==> src/design/ballast_params.svh <==
// constants for the ballast start-up sequencer: offsets, resets, timing
// assumes a 125 MHz system clock and a 1 us internal tick
`ifndef BALLAST_PARAMS_SVH
`define BALLAST_PARAMS_SVH
`define CLK_NS 8
`define TICK_NS 1000
`define TICK_CYC (`TICK_NS / `CLK_NS)
`define ADR_CTRL 8'h00
`define ADR_STAT 8'h04
`define CTRL_RESET 32'h0300_2d64
`define FPH_LSB 0
`define FRUN_LSB 8
`define TPH_LSB 16
`define LVSA_EN_BIT 24
`define LVSB_EN_BIT 25
`define F_START_KHZ 8'h87
`define NCO_K 16'h0086
`define DEAD_MIN_NS 1250
`define DEAD_MAX_NS 2500
`define DEAD_MIN_CYC ((`DEAD_MIN_NS + `CLK_NS - 1) / `CLK_NS)
`define DEAD_MAX_CYC (`DEAD_MAX_NS / `CLK_NS)
`define SOFT_STEPS 7'h0f
`define IGN_STEPS 7'h7f
`define T_WAIT_BUS_US 80
`define T_PFC_DLY_US 300
`define T_BUS_WIN_US 80000
`define T_SOFT_STEP_US 650
`define T_IGN_STEP_US 324
`define T_IGN_MAX_US 237000
`define T_PRERUN_US 625000
`define T_PH_STEP_US 19685
`endif

==> src/design/ballast_pkg.sv <==
// types for the ballast start-up sequencer
// assumes nothing beyond the params header
package ballast_pkg;
  typedef enum logic [3:0] {
    ST_UVLO = 4'h0,
    ST_HYST = 4'h1,
    ST_WAIT_BUS = 4'h2,
    ST_START = 4'h3,
    ST_SOFT = 4'h4,
    ST_PREHEAT = 4'h5,
    ST_IGNITE = 4'h6,
    ST_PRERUN = 4'h7,
    ST_RUN = 4'h8,
    ST_HALT = 4'h9
  } phase_type;
  typedef enum logic [1:0] {
    RES_I_NORMAL = 2'h0,
    RES_I_LOW = 2'h1,
    RES_I_HS_OPEN = 2'h2,
    RES_I_HS_OPEN_LOW = 2'h3
  } res_current_type;
endpackage

==> src/design/ballast_startup_sequencer.sv <==
// ballast start-up sequencer: phases, gate timing, wishbone registers
// assumes comparator flags are asynchronous; wishbone runs on clk_sys_i
//
// Implementation choices: the placing of the registers and the Wishbone register port.
`timescale 1ns/10ps
`include "ballast_params.svh"
module ballast_startup_sequencer
  import ballast_pkg::*;
#(
  parameter int TICK_CYC = `TICK_CYC,
  parameter int WAIT_BUS_T = `T_WAIT_BUS_US,
  parameter int PFC_DLY_T = `T_PFC_DLY_US,
  parameter int BUS_WIN_T = `T_BUS_WIN_US,
  parameter int SOFT_STEP_T = `T_SOFT_STEP_US,
  parameter int IGN_STEP_T = `T_IGN_STEP_US,
  parameter int IGN_MAX_T = `T_IGN_MAX_US,
  parameter int PRERUN_T = `T_PRERUN_US,
  parameter int PH_STEP_T = `T_PH_STEP_US
)(
  input wire logic clk_sys_i,
  input wire logic rst_i,
  input wire logic wb_cyc_i,
  input wire logic wb_stb_i,
  input wire logic wb_we_i,
  input wire logic [7:0] wb_adr_i,
  input wire logic [3:0] wb_sel_i,
  input wire logic [31:0] wb_dat_i,
  output logic [31:0] wb_dat_o,
  output logic wb_ack_o,
  input wire logic vcc_lower_i,
  input wire logic vcc_upper_i,
  input wire logic high_side_supply_hi_i,
  input wire logic high_side_supply_lo_i,
  input wire logic bus_above_min_i,
  input wire logic bus_above_max_i,
  input wire logic bus_rated_i,
  input wire logic res_above_high_i,
  input wire logic res_above_low_i,
  input wire logic lamp_voltage_sense_a_i,
  input wire logic lamp_voltage_sense_b_i,
  input wire logic ignition_i,
  output logic low_side_gate_o,
  output logic high_side_gate_o,
  output logic pfc_gate_en_o,
  output logic monitor_en_o,
  output logic res_thresh_low_o,
  output res_current_type res_current_o,
  output logic [3:0] phase_o
);
  localparam int NSYNC = 12;
  localparam logic [15:0] DEAD_MIN = 16'(`DEAD_MIN_CYC);
  localparam logic [15:0] DEAD_MAX = 16'(`DEAD_MAX_CYC);

  // true once a tick counter has reached a limit
  function automatic logic reached(input logic [21:0] c, input int lim);
    return {10'h000, c} >= 32'(lim);
  endfunction

  // linear step from one frequency to another, k of n steps done
  function automatic logic [7:0] interp(input logic [7:0] f0, input logic [7:0] f1,
                                        input logic [6:0] k, input logic [6:0] n);
    logic [15:0] span;
    span = 16'h0000;
    if (f0 <= f1)
      return f1;
    span = 16'(f0 - f1) * 16'(n - k);
    return f1 + 8'(span / 16'(n));
  endfunction

  logic [NSYNC-1:0] async_in, sync1_q, sync2_q;
  logic vcc_lower_s, vcc_upper_s, hs_hi_s, hs_lo_s, bus_min_s, bus_max_s;
  logic bus_rated_s, res_hi_s, res_lo_s, lvs_a_s, lvs_b_s, ign_s;
  logic [31:0] ctrl_q;
  logic [7:0] fph, frun;
  logic [6:0] tph;
  phase_type state_q, state_d;
  logic [15:0] tick_cnt_q;
  logic tick_q;
  logic [21:0] phase_cnt_q, step_cnt_q;
  logic [6:0] step_k_q;
  logic lo_open_q, hi_open_q, fil_ok, hs_en_q, gates_on;
  logic [7:0] freq_q, freq_d;
  logic [23:0] acc_q;
  logic half_q;
  logic [15:0] hp_cnt_q, dead_q, dead_cnt_q;
  logic [15:0] hp_quarter;
  logic corridor_ok, step_end;

  // comparator flags pass two flops before use
  assign async_in = {vcc_lower_i, vcc_upper_i, high_side_supply_hi_i, high_side_supply_lo_i,
                     bus_above_min_i, bus_above_max_i, bus_rated_i, res_above_high_i,
                     res_above_low_i, lamp_voltage_sense_a_i, lamp_voltage_sense_b_i, ignition_i};
  always_ff @(posedge clk_sys_i)
  begin
    sync1_q <= async_in;
    sync2_q <= sync1_q;
  end
  assign {vcc_lower_s, vcc_upper_s, hs_hi_s, hs_lo_s, bus_min_s, bus_max_s,
          bus_rated_s, res_hi_s, res_lo_s, lvs_a_s, lvs_b_s, ign_s} = sync2_q;

  // wishbone slave: ack one cycle after request, unmapped reads zero
  always_ff @(posedge clk_sys_i)
  begin
    if (rst_i)
    begin
      ctrl_q <= `CTRL_RESET;
      wb_ack_o <= 1'b0;
      wb_dat_o <= 32'h0000_0000;
    end
    else
    begin
      wb_ack_o <= wb_cyc_i && wb_stb_i && !wb_ack_o;
      wb_dat_o <= 32'h0000_0000;
      if (wb_cyc_i && wb_stb_i && !wb_ack_o)
      begin
        if (wb_we_i && wb_adr_i == `ADR_CTRL)
          for (int b = 0; b < 4; b++)
            if (wb_sel_i[b])
              ctrl_q[8*b +: 8] <= wb_dat_i[8*b +: 8];
        if (!wb_we_i && wb_adr_i == `ADR_CTRL)
          wb_dat_o <= ctrl_q & 32'h037f_ffff;
        if (!wb_we_i && wb_adr_i == `ADR_STAT)
          wb_dat_o <= {16'h0000, freq_q, pfc_gate_en_o, hs_en_q, hi_open_q, lo_open_q, state_q};
      end
    end
  end
  assign fph = ctrl_q[`FPH_LSB +: 8];
  assign frun = ctrl_q[`FRUN_LSB +: 8];
  assign tph = ctrl_q[`TPH_LSB +: 7];

  // single internal tick drives every phase delay
  always_ff @(posedge clk_sys_i)
  begin
    if (rst_i || !vcc_lower_s)
    begin
      tick_cnt_q <= 16'h0000;
      tick_q <= 1'b0;
    end
    else
    begin
      tick_q <= tick_cnt_q == 16'(TICK_CYC - 1);
      tick_cnt_q <= (tick_cnt_q == 16'(TICK_CYC - 1)) ? 16'h0000 : tick_cnt_q + 16'h0001;
    end
  end

  // high-side supply lockout with hysteresis
  always_ff @(posedge clk_sys_i)
  begin
    if (rst_i)
      hs_en_q <= 1'b0;
    else if (hs_hi_s)
      hs_en_q <= 1'b1;
    else if (!hs_lo_s)
      hs_en_q <= 1'b0;
  end

  // filament detection while not switching
  always_ff @(posedge clk_sys_i)
  begin
    if (rst_i || state_q == ST_UVLO)
    begin
      lo_open_q <= 1'b0;
      hi_open_q <= 1'b0;
    end
    else if (state_q == ST_HYST)
    begin
      hi_open_q <= (ctrl_q[`LVSA_EN_BIT] && !lvs_a_s) || (ctrl_q[`LVSB_EN_BIT] && !lvs_b_s);
      if (!lo_open_q && res_hi_s)
        lo_open_q <= 1'b1;
      else if (lo_open_q && !res_lo_s)
        lo_open_q <= 1'b0;
    end
  end
  assign fil_ok = !lo_open_q && !hi_open_q;
  assign corridor_ok = bus_min_s && !bus_max_s;
  assign step_end = (state_q == ST_SOFT) ? reached(step_cnt_q, SOFT_STEP_T) : reached(step_cnt_q, IGN_STEP_T);

  // phase sequencing
  always_comb
  begin
    state_d = state_q;
    unique case (state_q)
      ST_UVLO: if (vcc_lower_s) state_d = ST_HYST;
      ST_HYST: if (vcc_upper_s && fil_ok) state_d = ST_WAIT_BUS;
      ST_WAIT_BUS:
        if (reached(phase_cnt_q, WAIT_BUS_T))
          state_d = corridor_ok ? ST_START : ST_HALT;
      ST_START:
        if (bus_rated_s) state_d = ST_SOFT;
        else if (reached(phase_cnt_q, BUS_WIN_T)) state_d = ST_HALT;
      ST_SOFT: if (step_k_q == `SOFT_STEPS) state_d = ST_PREHEAT;
      ST_PREHEAT:
        if ({10'h000, phase_cnt_q} >= 32'(tph) * 32'(PH_STEP_T)) state_d = ST_IGNITE;
      ST_IGNITE:
        if (ign_s) state_d = ST_PRERUN;
        else if (reached(phase_cnt_q, IGN_MAX_T)) state_d = ST_HALT;
      ST_PRERUN: if (reached(phase_cnt_q, PRERUN_T)) state_d = ST_RUN;
      ST_RUN: state_d = ST_RUN;
      ST_HALT: state_d = ST_HALT;
      default: state_d = ST_UVLO;
    endcase
    if (!vcc_lower_s)
      state_d = ST_UVLO;
  end

  always_ff @(posedge clk_sys_i)
  begin
    if (rst_i)
      state_q <= ST_UVLO;
    else
      state_q <= state_d;
  end

  // phase and step counters, cleared on each phase change
  always_ff @(posedge clk_sys_i)
  begin
    if (rst_i || state_d != state_q || state_q == ST_UVLO)
    begin
      phase_cnt_q <= 22'h000000;
      step_cnt_q <= 22'h000000;
      step_k_q <= 7'h00;
    end
    else if (tick_q)
    begin
      phase_cnt_q <= phase_cnt_q + 22'h000001;
      if (step_end && step_k_q != `IGN_STEPS)
      begin
        step_cnt_q <= 22'h000000;
        step_k_q <= step_k_q + 7'h01;
      end
      else
        step_cnt_q <= step_cnt_q + 22'h000001;
    end
  end

  // inverter frequency per phase, in kHz
  always_comb
  begin
    unique case (state_q)
      ST_START: freq_d = `F_START_KHZ;
      ST_SOFT: freq_d = interp(`F_START_KHZ, fph, step_k_q, `SOFT_STEPS);
      ST_PREHEAT: freq_d = fph;
      ST_IGNITE: freq_d = interp(fph, frun, step_k_q, `IGN_STEPS);
      ST_PRERUN, ST_RUN: freq_d = frun;
      default: freq_d = 8'h00;
    endcase
  end
  assign gates_on = state_q inside {ST_START, ST_SOFT, ST_PREHEAT, ST_IGNITE, ST_PRERUN, ST_RUN};

  // half-bridge oscillator with adaptive dead time
  assign hp_quarter = hp_cnt_q >> 2;
  always_ff @(posedge clk_sys_i)
  begin
    if (rst_i || !gates_on)
    begin
      acc_q <= 24'h000000;
      half_q <= 1'b0;
      hp_cnt_q <= 16'h0000;
      dead_q <= DEAD_MIN;
      dead_cnt_q <= DEAD_MIN;
      freq_q <= 8'h00;
    end
    else
    begin
      freq_q <= freq_d;
      acc_q <= acc_q + 24'(16'(freq_q) * `NCO_K);
      half_q <= acc_q[23];
      if (half_q != acc_q[23])
      begin
        hp_cnt_q <= 16'h0000;
        dead_cnt_q <= dead_q;
        dead_q <= (hp_quarter < DEAD_MIN) ? DEAD_MIN : (hp_quarter > DEAD_MAX) ? DEAD_MAX : hp_quarter;
      end
      else
      begin
        hp_cnt_q <= (hp_cnt_q == 16'hffff) ? hp_cnt_q : hp_cnt_q + 16'h0001;
        dead_cnt_q <= (dead_cnt_q == 16'h0000) ? dead_cnt_q : dead_cnt_q - 16'h0001;
      end
    end
  end

  // registered outputs
  always_ff @(posedge clk_sys_i)
  begin
    if (rst_i)
    begin
      low_side_gate_o <= 1'b0;
      high_side_gate_o <= 1'b0;
      pfc_gate_en_o <= 1'b0;
      monitor_en_o <= 1'b0;
      res_thresh_low_o <= 1'b0;
      res_current_o <= RES_I_NORMAL;
      phase_o <= 4'h0;
    end
    else
    begin
      low_side_gate_o <= gates_on && !half_q && dead_cnt_q == 16'h0000;
      high_side_gate_o <= gates_on && hs_en_q && half_q && dead_cnt_q == 16'h0000;
      pfc_gate_en_o <= gates_on && (state_q != ST_START || reached(phase_cnt_q, PFC_DLY_T));
      monitor_en_o <= state_q == ST_RUN;
      res_thresh_low_o <= lo_open_q;
      res_current_o <= res_current_type'({hi_open_q, lo_open_q});
      phase_o <= state_q;
    end
  end
endmodule

==> config.mk <==
export PLATFORM = sky130hd
export DESIGN_NAME = ballast_startup_sequencer
export DESIGN_NICKNAME = d
export VERILOG_FILES = /design/src/design/ballast_pkg.sv /design/src/design/ballast_startup_sequencer.sv
export VERILOG_INCLUDE_DIRS = /design/src /design/src/design
export SDC_FILE = /design/constraint.sdc
export NUM_CORES = 1
export LEC_CHECK = 0
export BUFFER_PORTS_ARGS = -buffer_cell sky130_fd_sc_hd__buf_2
export CAP_MARGIN = 20
export CORE_MARGIN = 5
export CORE_UTILIZATION = 25
export CTS_CLUSTER_SIZE = 16
export DETAILED_ROUTE_END_ITERATION = 10
export HOLD_SLACK_MARGIN = 0.05
export PLACE_DENSITY = 0.46
export SYNTH_ARGS = -nofsm -noshare
export SYNTH_HDL_FRONTEND = slang
export SYNTH_SLANG_ARGS = --single-unit
==> constraint.sdc <==
create_clock -name clk_sys_i -period 14.4 [get_ports clk_sys_i]
set_input_delay 1.44 -clock clk_sys_i [delete_from_list [all_inputs] [get_ports clk_sys_i]]
set_output_delay 1.44 -clock clk_sys_i [all_outputs]
set_load 0.02 [all_outputs]
==> results of run 1 <==
-- worst max-delay path, delay by kind of cell, from the launching register on --
family | cells | cell delay [ns]
buffers and inverters | 6 | 0.62
muxes | 1 | 0.43
AOI/OAI and AO/OA | 23 | 4.39
and+or+nand+nor | 15 | 3.31
xor gates and xnor gates | 4 | 0.68
DFF | 1 | 0.31
adders and majority gates | 9 | 3.56
-- repair_timing --
action,in CTS,in global routing
resized for setup,0,40
setup endpoints to repair,0,7
setup buffers,0,7
endpoints found under the hold margin,0,0
-- stage by stage --
stage | cell area (um2) | util
5_1_grt | 25900 | 0.286
3_3_place_gp | 24600 | 0.272
3_5_place_dp | 24600 | 0.272
4_1_cts | 25600 | 0.283
2_1_floorplan | 22900 | -
6_report | 25900 | 0.286
-- cells by family (layout without fill, tap and decap cells) --
logic type / count (synthesis) / count (layout) / synth area share
AOI/OAI and AO/OA: 588 / 588 / 0.181
xor gates and xnor gates: 205 / 205 / 0.0802
adders and majority gates: 345 / 345 / 0.231
buffers and inverters: 384 / 473 / 0.0697
other: 1 / 8 / 0.000164
DFF: 238 / 238 / 0.209
and+or+nand+nor: 936 / 936 / 0.206
muxes: 51 / 51 / 0.0231
-- power by group --
part           internal [mW]  total, mW  switching [mW]  leakage [nW]
registers              0.663      0.666         0.00327          1.93
logic                 0.0787      0.181           0.102          8.87
clock network          0.505      0.806           0.301         0.516
total                   1.25       1.65           0.407          11.3
-- layout make-up --
| type | count | share of cell area |
|---|---|---|
| clock inverters | 18 | 0.0109 |
| clock buffers | 34 | 0.0296 |
| flip-flops and latches | 238 | 0.184 |
| well taps | 1176 | 0.0569 |
| diodes | 1 | 0.0000968 |
| inverters | 281 | 0.0408 |
| multi-input cells | 2132 | 0.645 |
| repair buffers | 140 | 0.0319 |
-- flip-flops by register name, summed over array words and instances (netlist names), 2 cells and up --
| name | count |
|---|---|
| acc_q | 23 |
| ctrl_q | 25 |
| dead_cnt_q | 16 |
| dead_q | 14 |
| freq_q | 8 |
| hp_cnt_q | 16 |
| phase_cnt_q | 22 |
| phase_o | 4 |
| res_current_o | 2 |
| state_q | 4 |
| step_cnt_q | 22 |
| step_k_q | 7 |
| sync1_q | 12 |
| sync2_q | 12 |
| tick_cnt_q | 16 |
| wb_dat_o | 25 |
-- metal layers --
layer / GRT usage / wire, um
met5: 0 / 12
met4: 0.0202 / 780
met3: 0.0136 / 2640
met2: 0.194 / 26300
met1: 0.178 / 30800
-- layout by cell type, fill, tap and decap left out, types with 23 or more instances in the layout --
cell	synthesis	final
nor2_1	325	324
inv_1	280	280
dfxtp_1	238	238
ha_1	215	211
nand2_1	144	143
a21oi_1	140	137
fa_1	129	129
xnor2_1	125	123
o21ai_0	99	99
buf_2	6	90
xor2_1	77	77
nor3_1	75	73
nand3_1	67	65
a21o_1	58	58
buf_4	12	50
mux2i_1	46	44
nor2b_1	42	42
and3_1	45	42
nand2b_1	37	36
nand4_1	36	36
or2_2	35	35
clkbuf_16	0	29
a31oi_1	26	25
o211ai_1	24	24
and2_1	23	23
-- worst max-delay path by stage --
| stage | from | to | slack (ns) | cells after the start |
|---|---|---|---|---|
| 6_report | ctrl_q[0] | freq_q[7] | 0.93 | 58 |
| 3_3_place_gp | ctrl_q[0] | freq_q[7] | 0.40 | 57 |
| 2_1_floorplan | ctrl_q[0] | freq_q[6] | 1.41 | 64 |
| 5_1_grt | ctrl_q[0] | freq_q[6] | -0.07 | 61 |
| 3_5_place_dp | ctrl_q[0] | freq_q[7] | 0.30 | 57 |
| 4_1_cts | ctrl_q[0] | freq_q[7] | 0.22 | 57 |
==> key figures, run 1 <==
Status
  – Status: complete, no violations

STA
  – Fin crit period: 13.47 ns
  – Skew final: 0.0139 ns
  – Final setup viols: 0
  – Slew Viols, Final: 0
  – WHS: 0.327 ns
  – Worst-Margin Slew: 1.01 ns
  – TNS Setup: 0 ns
  – Worst setup margin: 0.927 ns
  – Endpoints failing hold: 0
  – Worst rel slew slack: 0.307
  – Achievable Freq: 74.2 MHz
  – Tcrit/Tclk final: 0.936

Clock tree
  – # H-tree levels: 1
  – Clock Latency Late Sink: 0.56 ns
  – TritonCTS clock tree: yes
  – Clock Tree Root: clkbuf_16
  – Hold buffer count at cts: 0
  – Num CTS Buffers: 28
  – Clk pin slew, worst setup/hold paths: 0.06 ns
  – Maximum root-to-sink buffer count: 3
  – Sink Count: 238

Placed design
  – Placed Cells: 3,960
  – Final HPWL DP: 47,200 um
  – Routability cong.: 0.794
  – Post-Place Worst Slack: 0.300 ns
  – IO buf count: 90

Power
  – P_leak: 11.3 nW
  – Max IR drop VDD: 0.0669 mV
  – Total Power: 1.65 mW
  – Cell area power density: 63.9 mW/mm2

Job
  – MaxCap Viol Count: 0

Global routing
  – Vias in the first global route: 18,600
  – First-pass GRT wire length: 99,400 um
  – GRT Overall Usage: 0.121
  – Gr ovfl total: 0
  – Largest net degree at the start of global routing: 52
  – Initial antenna violation count: 4

Setup path
  – Largest stage delay, worst path: 0.59 ns
  – R2r endpoint: freq_q[7]
  – Critical Path RT: 14.82 ns
  – Setup crit start kind: flip-flop
  – CP Max Fanout: 7
  – R2r setup slk: 0.93 ns
  – Slowest CP cell: fa_1
  – WP data arrival: 13.90 ns
  – Reg2reg start: ctrl_q[0]
  – Worst r2r path cells: 58
  – WS Path Type: reg2reg
  – Critical path endpoint category: flip-flop

Finish
  – Layout cell share with drive strength beyond 1: 0.123
  – Final std cells w/o fill: 4,020
  – Layout area overhead: 13.2%
  – Fillers: 9,802
  – Layout Nets: 3,226
  – Storage element area: 0.00476 mm2
  – Multi-input gate area: 0.0167 mm2

Min path
  – Hold Crit Depth: 0
  – Hold Crit Class: reg2reg
  – Hold path startpoint: sync1_q[5]
  – Worst Hold Path EP: sync2_q[5]

Synthesis
  – Post-Synthesis Cell Area: 0.0228 mm2
  – Count leader, synth: nor2_1
  – Top FF cell, synth: dfxtp_1
  – EDFF count, synth: 0
  – Area leader, netlist: dfxtp_1
  – Mapped Avg Cell Area: 8.31 um2
  – #FFs+latches synth: 238
  – Async SR Flop Fraction: 0
  – Leading cell types by count after synthesis: nor2_1, inv_1, dfxtp_1
  – Syn Inst Count: 2,748
  – Yosys Warn Count: 0
  – Library cells used by synthesis: 128
  – Seq/Total Area, Yosys: 0.209
  – Area contributors post-synth: dfxtp_1, ha_1, fa_1
  – Top-area cell type share of the netlist area: 0.209

Floorplan
  – Core Area: 0.0904 mm2
  – Chip width: 312 um
  – Initial core utilization: 0.253
  – Row count: 110
  – Die area: 0.0975 mm2
  – # IOs: 105
  – Height of the die: 312 um

Drt
  – DRT iter0 DRCs: 1,246
  – Via density: 4.69
  – Post-Route WL: 60,500 um
  – Wire per inst: 15.1 um
  – Vias: 18,900
  – Antenna-violating nets left: 0
  – Drt pass-1 iters: 5
  – DRC: 0
No activity file was read; power rests on OpenSTA's default activity.
==> run 2: changes to the inputs <==
RECOVER_POWER = 25   (was default)
REMOVE_ABC_BUFFERS = 1   (was default)
==> key figures, run 2 (synthesis results as in run 1) <==
Clock tree
  – # H-tree levels: 1 (unchanged)
  – Clock Tree Root: clkbuf_16 (unchanged)
  – Sink Count: 238 (unchanged)
  – Clk pin slew, worst setup/hold paths: 0.06 ns (about the same)
  – Num CTS Buffers: 25 (was 28)
  – Hold buffer count at cts: 0 (unchanged)
  – Clock Latency Late Sink: 0.54 ns (was 0.56 ns)
  – TritonCTS clock tree: yes (unchanged)
  – Maximum root-to-sink buffer count: 3 (unchanged)

Setup path
  – Largest stage delay, worst path: 0.59 ns (about the same)
  – CP Max Fanout: 7 (unchanged)
  – Worst Setup SP: ctrl_q[0] (unchanged)
  – Slowest CP cell: fa_1 (unchanged)
  – Setup crit start kind: flip-flop (unchanged)
  – Critical path endpoint category: flip-flop (unchanged)
  – WS Path Type: reg2reg (unchanged)
  – Critical Path RT: 14.80 ns (was 14.82 ns)
  – Reg2reg start: ctrl_q[0] (unchanged)
  – WP data arrival: 13.78 ns (was 13.90 ns)

Global routing
  – First-pass GRT wire length: 98,800 um (was 99,400 um)
  – Initial antenna violation count: 2 (was 4)
  – Gr ovfl total: 0 (unchanged)
  – GRT Overall Usage: 0.119 (was 0.121)
  – Largest net degree at the start of global routing: 52 (unchanged)
  – Vias in the first global route: 18,400 (was 18,600)

Drt
  – Wire per inst: 14.9 um (was 15.1 um)
  – Post-Route WL: 59,700 um (was 60,500 um)
  – Vias: 18,900 (about the same)
  – Drt pass-1 iters: 5 (unchanged)
  – Via density: 4.70 (was 4.69)
  – DRT iter0 DRCs: 1,115 (was 1,246)
  – DRC: 0 (unchanged)
  – Antenna-violating nets left: 0 (unchanged)

Finish
  – Final core area utilization: 0.285 (was 0.286)
  – Commonest cells after routing, fill and taps aside: nor2_1, inv_1, dfxtp_1 (unchanged)
  – Most common cell after layout, fill and taps aside: nor2_1 (unchanged)
  – Ant diodes: 0 (was 1)
  – Layout Nets: 3,219 (was 3,226)
  – Final std cells w/o fill: 4,008 (was 4,020)
  – Top flop regs: ctrl_q (25), wb_dat_o (25), acc_q (23) (unchanged)
  – Layout cell share with drive strength beyond 1: 0.120 (was 0.123)
  – Layout area overhead: 12.7% (was 13.2%)

Power
  – P_leak: 11.2 nW (was 11.3 nW)
  – Combinational share of power: 0.115 (was 0.109)
  – Flop pwr share: 0.430 (was 0.403)
  – Total Power: 1.55 mW (was 1.65 mW)
  – Internal Power: 1.16 mW (was 1.25 mW)
  – Cell area power density: 60.1 mW/mm2 (was 63.9 mW/mm2)
  – Clock network power share: 0.454 (was 0.488)
  – Max IR drop VDD: 0.0992 mV (was 0.0669 mV)
  – Switching share of power: 0.251 (was 0.246)
  – Switch Pwr: 388 uW (was 407 uW)

STA
  – Worst-Margin Slew: 2.36 ns (was 1.01 ns)
  – Final setup viols: 0 (unchanged)
  – Worst setup margin: 1.02 ns (was 0.927 ns)
  – Endpoints failing hold: 0 (unchanged)
  – WHS: 0.327 ns (about the same)
  – Skew final: 0.0146 ns (was 0.0139 ns)
  – Worst rel slew slack: -0.573 (was 0.307)
  – Achievable Freq: 74.7 MHz (was 74.2 MHz)
  – Slew Viols, Final: 43 (was 0)
  – Tcrit/Tclk final: 0.929 (was 0.936)
  – Fin crit period: 13.38 ns (was 13.47 ns)

Floorplan
  – Initial core utilization: 0.253 (unchanged)
  – Row count: 110 (unchanged)
  – Height of the die: 312 um (unchanged)
  – Core Area: 0.0904 mm2 (unchanged)
  – Chip width: 312 um (unchanged)
  – # IOs: 105 (unchanged)
  – Die area: 0.0975 mm2 (unchanged)

Placed design
  – IO buf count: 90 (unchanged)
  – Final HPWL DP: 46,500 um (was 47,200 um)
  – Routability cong.: 0.785 (was 0.794)
  – Post-Place Worst Slack: 0.0583 ns (was 0.300 ns)
  – Placed Cells: 3,957 (was 3,960)

Job
  – MaxCap Viol Count: 1 (was 0)

Status
  – Violated checks: capacitance limit, slew limit
  – Status: complete, but fails checks (was complete, no violations)

Min path
  – Hold Crit Class: reg2reg (unchanged)
  – Hold path startpoint: sync1_q[4] (was sync1_q[5])
==> run 2: cell types whose count changed in the layout (fill, tap and decap cells not counted), sizes merged <==
| cell | delta |
|---|---|
| buf | -12 |
| clkinv | -5 |
| clkinvlp | +5 |
| bufinv | -3 |
| clkbuf | +3 |
| a21boi | +1 |
| diode | -1 |
| dlymetal6s2s | +1 |
| inv | -1 |
==> run 2: path summary, 6_finish.rpt <==
kind | depth (start not counted) | end | slack (ns)
worst max-delay path | 58 | freq_q[7] | 1.02
worst min-delay path | 0 | sync2_q[4] | 0.33
worst max register to register | 58 | freq_q[7] | 1.02
worst min register to register | 0 | sync2_q[4] | 0.33
==> run 2: power groups by stage <==
stage	clock network (mW)	logic (mW)	registers, mW
after CTS	0.730	0.169	0.666
after floorplan	0	0.122	0.680
after global placement	0	0.169	0.681
final	0.703	0.179	0.666
after detailed placement	0	0.168	0.681
after global routing	0.751	0.203	0.666
==> run 2: per-layer routing <==
metal  vias to the layer above  share of wire  track usage
li1                       9648              -            -
met1                      8906           0.52        0.177
met2                       259           0.44        0.193
met3                        40          0.028      0.00941
met4                         0          0.012       0.0192
met5                         -              0            0
==> run 2: final cells by class <==
type	instances	area, um2
fill	9682	64700
clock inverter	14	195
tap	1176	1470
multi-input combinational	2133	16800
sequential	238	4770
inverter	281	1050
clock buffer	31	698
timing repair buffer	135	778
==> run 2: critical path, delay by kind of cell (launching register included) <==
family	cells	cell delay, ns
buffers and inverters	6	0.59
adder cells (fa/ha/maj)	9	3.54
XOR/XNOR	4	0.68
multiplexers	2	0.67
AND/OR/NAND/NOR	14	3.30
AO/OA/AOI/OAI	23	4.14
flip-flops	1	0.31
==> run 2: per-stage QoR <==
stage / TNS [ns] / area [um2]
after floorplan: 0 / 22300
after global placement: 0 / 24600
after detailed placement: 0 / 24600
after CTS: 0 / 25500
after global routing: -0.00798 / 25700
final: 0 / 25700
==> run 2: repair_timing <==
action,4_1_cts,5_1_grt
setup endpoints to repair,1,8
hold endpoints to repair,0,0
gates resized for setup,1,51
pin swaps,0,5
gates cloned,0,1
buffers inserted,0,4
==> run 3: changes to the inputs <==
ABC_AREA = 1   (was default)
SKIP_LAST_GASP = 1   (was default)
==> key figures, run 3 <==
Status
  – Status: complete, but fails checks (unchanged)
  – Violated checks: capacitance limit, slew limit (unchanged)

Synthesis
  – Simple-gate share of the synthesized area: 0.283 (was 0.206)
  – Syn Inst Count: 3,129 (was 2,748)
  – Post-Synthesis Cell Area: 0.0221 mm2 (was 0.0228 mm2)
  – Yosys Warn Count: 0 (unchanged)
  – EDFF count, synth: 0 (unchanged)
  – Top FF cell, synth: dfxtp_1 (unchanged)
  – Post-Synth Adder-Cell Area: 0.238 (was 0.231)
  – Mapped Avg Cell Area: 7.08 um2 (was 8.31 um2)
  – Library cells used by synthesis: 66 (was 128)
  – Synth Area in Compound Gates: 0.114 (was 0.181)
  – #FFs+latches synth: 238 (unchanged)
  – Top-area cell type share of the netlist area: 0.215 (was 0.209)
  – Count leader, synth: nand2_1 (was nor2_1)
  – Xor and xnor fraction of the mapped netlist area: 0.0394 (was 0.0802)
  – Largest family of logic cells by synthesized area: simple AND/OR/NAND/NOR gates (was adder cells)
  – Seq/Total Area, Yosys: 0.215 (was 0.209)
  – Proportion of synthesized area in mux cells: 0 (was 0.0231)
  – Leading cell types by count after synthesis: nand2_1, inv_1, nor2_1 (was nor2_1, inv_1, dfxtp_1)
  – Area leader, netlist: dfxtp_1 (unchanged)
  – Async SR Flop Fraction: 0 (unchanged)
  – Area contributors post-synth: dfxtp_1, ha_1, fa_1 (unchanged)

Clock tree
  – Clock Tree Root: clkbuf_16 (unchanged)
  – Post-CTS sizing: 0 (was 1)
  – Maximum root-to-sink buffer count: 3 (unchanged)
  – Clock Latency Late Sink: 0.56 ns (was 0.54 ns)
  – Hold buffer count at cts: 0 (unchanged)
  – Sink Count: 238 (unchanged)
  – TritonCTS clock tree: yes (unchanged)
  – Num CTS Buffers: 27 (was 25)
  – Postcts setup bufs: 0 (unchanged)
  – Clk pin slew, worst setup/hold paths: 0.06 ns (about the same)
  – # H-tree levels: 1 (unchanged)

STA
  – Fin crit period: 12.82 ns (was 13.38 ns)
  – RSZ-0062 raised after global routing: no
  – Final setup viols: 0 (unchanged)
  – Tcrit/Tclk final: 0.890 (was 0.929)
  – Achievable Freq: 78.0 MHz (was 74.7 MHz)
  – WHS: 0.328 ns (was 0.327 ns)
  – Worst-Margin Slew: 1.69 ns (was 2.36 ns)
  – Worst setup margin: 1.58 ns (was 1.02 ns)
  – Skew final: 0.0111 ns (was 0.0146 ns)
  – Endpoints failing hold: 0 (unchanged)
  – Slew Viols, Final: 31 (was 43)
  – Worst rel slew slack: -0.125 (was -0.573)
  – TNS Setup: 0 ns (unchanged)

Placed design
  – Placed Cells: 4,348 (was 3,957)
  – IO buf count: 90 (unchanged)
  – DP Area: 0.0239 mm2 (was 0.0246 mm2)
  – Post-Place Worst Slack: 1.19 ns (was 0.0583 ns)
  – Final HPWL DP: 47,100 um (was 46,500 um)
  – Routability cong.: 0.808 (was 0.785)

Setup path
  – CP Max Fanout: 9 (was 7)
  – WS Path Type: reg2reg (unchanged)
  – Critical Path RT: 14.81 ns (was 14.80 ns)
  – Worst Setup SP: ctrl_q[0] (unchanged)
  – Slowest CP cell: fa_1 (unchanged)
  – Most common cell on crit path: nand2_1
  – Largest stage delay, worst path: 0.59 ns (about the same)
  – Setup crit start kind: flip-flop (unchanged)
  – WP data arrival: 13.23 ns (was 13.78 ns)
  – Buf+Inv Stages, Crit Path: 10 (was 6)
  – Critical path endpoint category: flip-flop (unchanged)
  – R2r setup slk: 1.58 ns (was 1.02 ns)
  – R2r endpoint: freq_q[7] (unchanged)
  – Reg2reg start: ctrl_q[0] (unchanged)
  – Family with the most delay on the worst path: simple AND/OR/NAND/NOR gates (was compound AO/OA/AOI/OAI gates)
  – Worst r2r path cells: 81 (was 58)

Power
  – Internal Power: 1.23 mW (was 1.16 mW)
  – Combinational share of power: 0.142 (was 0.115)
  – Flop pwr share: 0.395 (was 0.430)
  – Cell area power density: 67.8 mW/mm2 (was 60.1 mW/mm2)
  – Total Power: 1.69 mW (was 1.55 mW)
  – Clock network power share: 0.463 (was 0.454)
  – Max IR drop VDD: 0.0931 mV (was 0.0992 mV)
  – P_leak: 12.0 nW (was 11.2 nW)
  – Switching share of power: 0.273 (was 0.251)
  – Switch Pwr: 461 uW (was 388 uW)

Finish
  – Layout area overhead: 12.4% (was 12.7%)
  – Most common cell after layout, fill and taps aside: nand2_1 (was nor2_1)
  – Cell area after layout: 0.0249 mm2 (was 0.0257 mm2)
  – Layout Nets: 3,617 (was 3,219)
  – Top flop regs: ctrl_q (25), wb_dat_o (25), acc_q (23) (unchanged)
  – Final core area utilization: 0.283 (was 0.285)
  – Layout cell share with drive strength beyond 1: 0.0894 (was 0.120)
  – Final std cells w/o fill: 4,399 (was 4,008)
  – Commonest cells after routing, fill and taps aside: nand2_1, inv_1, nor2_1 (was nor2_1, inv_1, dfxtp_1)

Floorplan
  – Initial core utilization: 0.251 (was 0.253)
  – # IOs: 105 (unchanged)
  – Die area: 0.0946 mm2 (was 0.0975 mm2)
  – Row count: 109 (was 110)
  – Core Area: 0.0881 mm2 (was 0.0904 mm2)
  – Height of the die: 308 um (was 312 um)
  – Chip width: 308 um (was 312 um)

Drt
  – Vias: 19,100 (was 18,900)
  – DRC: 0 (unchanged)
  – Wire per inst: 13.0 um (was 14.9 um)
  – Via density: 4.34 (was 4.70)
  – Post-Route WL: 57,000 um (was 59,700 um)
  – DRT iter0 DRCs: 1,068 (was 1,115)
  – Drt pass-1 iters: 5 (unchanged)
  – Antenna-violating nets left: 0 (unchanged)

Global routing
  – GRT Overall Usage: 0.118 (was 0.119)
  – Initial antenna violation count: 3 (was 2)
  – Largest net degree at the start of global routing: 31 (was 52)
  – Vias in the first global route: 18,200 (was 18,400)
  – Gr ovfl total: 0 (unchanged)
  – First-pass GRT wire length: 94,000 um (was 98,800 um)

Job
  – MaxCap Viol Count: 1 (unchanged)

Min path
  – Hold Crit Depth: 0 (unchanged)
  – Hold Crit Class: reg2reg (unchanged)
  – Worst Hold Path EP: sync2_q[7] (was sync2_q[4])
  – Hold path startpoint: sync1_q[7] (was sync1_q[4])
## run 3: cell types whose count changed after synthesis, sizes merged, moves of 42 or more
cell	delta
xnor2	-91
nand3	+117
a21o	-65
nor2	+92
nand2	+482
nor2b	-42
mux2i	-47
inv	+307
and3	-50
## run 3: metal layers
metal	routed length (um)	global-route usage	vias to the layer above
met3	2520	0.0128	40
met4	786	0.0191	0
met2	24200	0.187	292
met1	29500	0.177	8604
met5	0	0	-
li1	-	-	10200
## run 3: power groups by stage
| stage | clock (mW) | sequential, mW | combinational [mW] |
|---|---|---|---|
| 2_1_floorplan | 0 | 0.680 | 0.187 |
| 3_3_place_gp | 0 | 0.682 | 0.244 |
| 3_5_place_dp | 0 | 0.682 | 0.243 |
| 4_1_cts | 0.810 | 0.667 | 0.244 |
| 5_1_grt | 0.831 | 0.667 | 0.279 |
| 6_report | 0.781 | 0.667 | 0.240 |
## run 3: area by class of cell
cell class / instances / area (um2)
fill: 9827 / 63200
clock inverter: 17 / 270
sequential: 238 / 4770
antenna: 1 / 2.50
timing repair buffer: 97 / 462
inverter: 592 / 2230
clock buffer: 33 / 748
multi-input combinational: 2256 / 15000
tap: 1165 / 1460
## run 3: kinds of logic after synthesis
group / count (synthesis)
adders and majority gates: 344
xor gates and xnor gates: 98
and+or+nand+nor: 1381
other: 1
buffers and inverters: 641
AOI/OAI and AO/OA: 426
DFF: 238
## run 3: how the worst max path moves through the flow
stage | slack, ns | cells after the start | end
finish | 1.58 | 81 | freq_q[7]
floorplan | 3.15 | 81 | freq_q[7]
global route | 0.004 | 84 | freq_q[7]
CTS | 1.16 | 78 | freq_q[7]
global placement | 1.17 | 83 | freq_q[7]
detailed placement | 1.19 | 80 | freq_q[7]
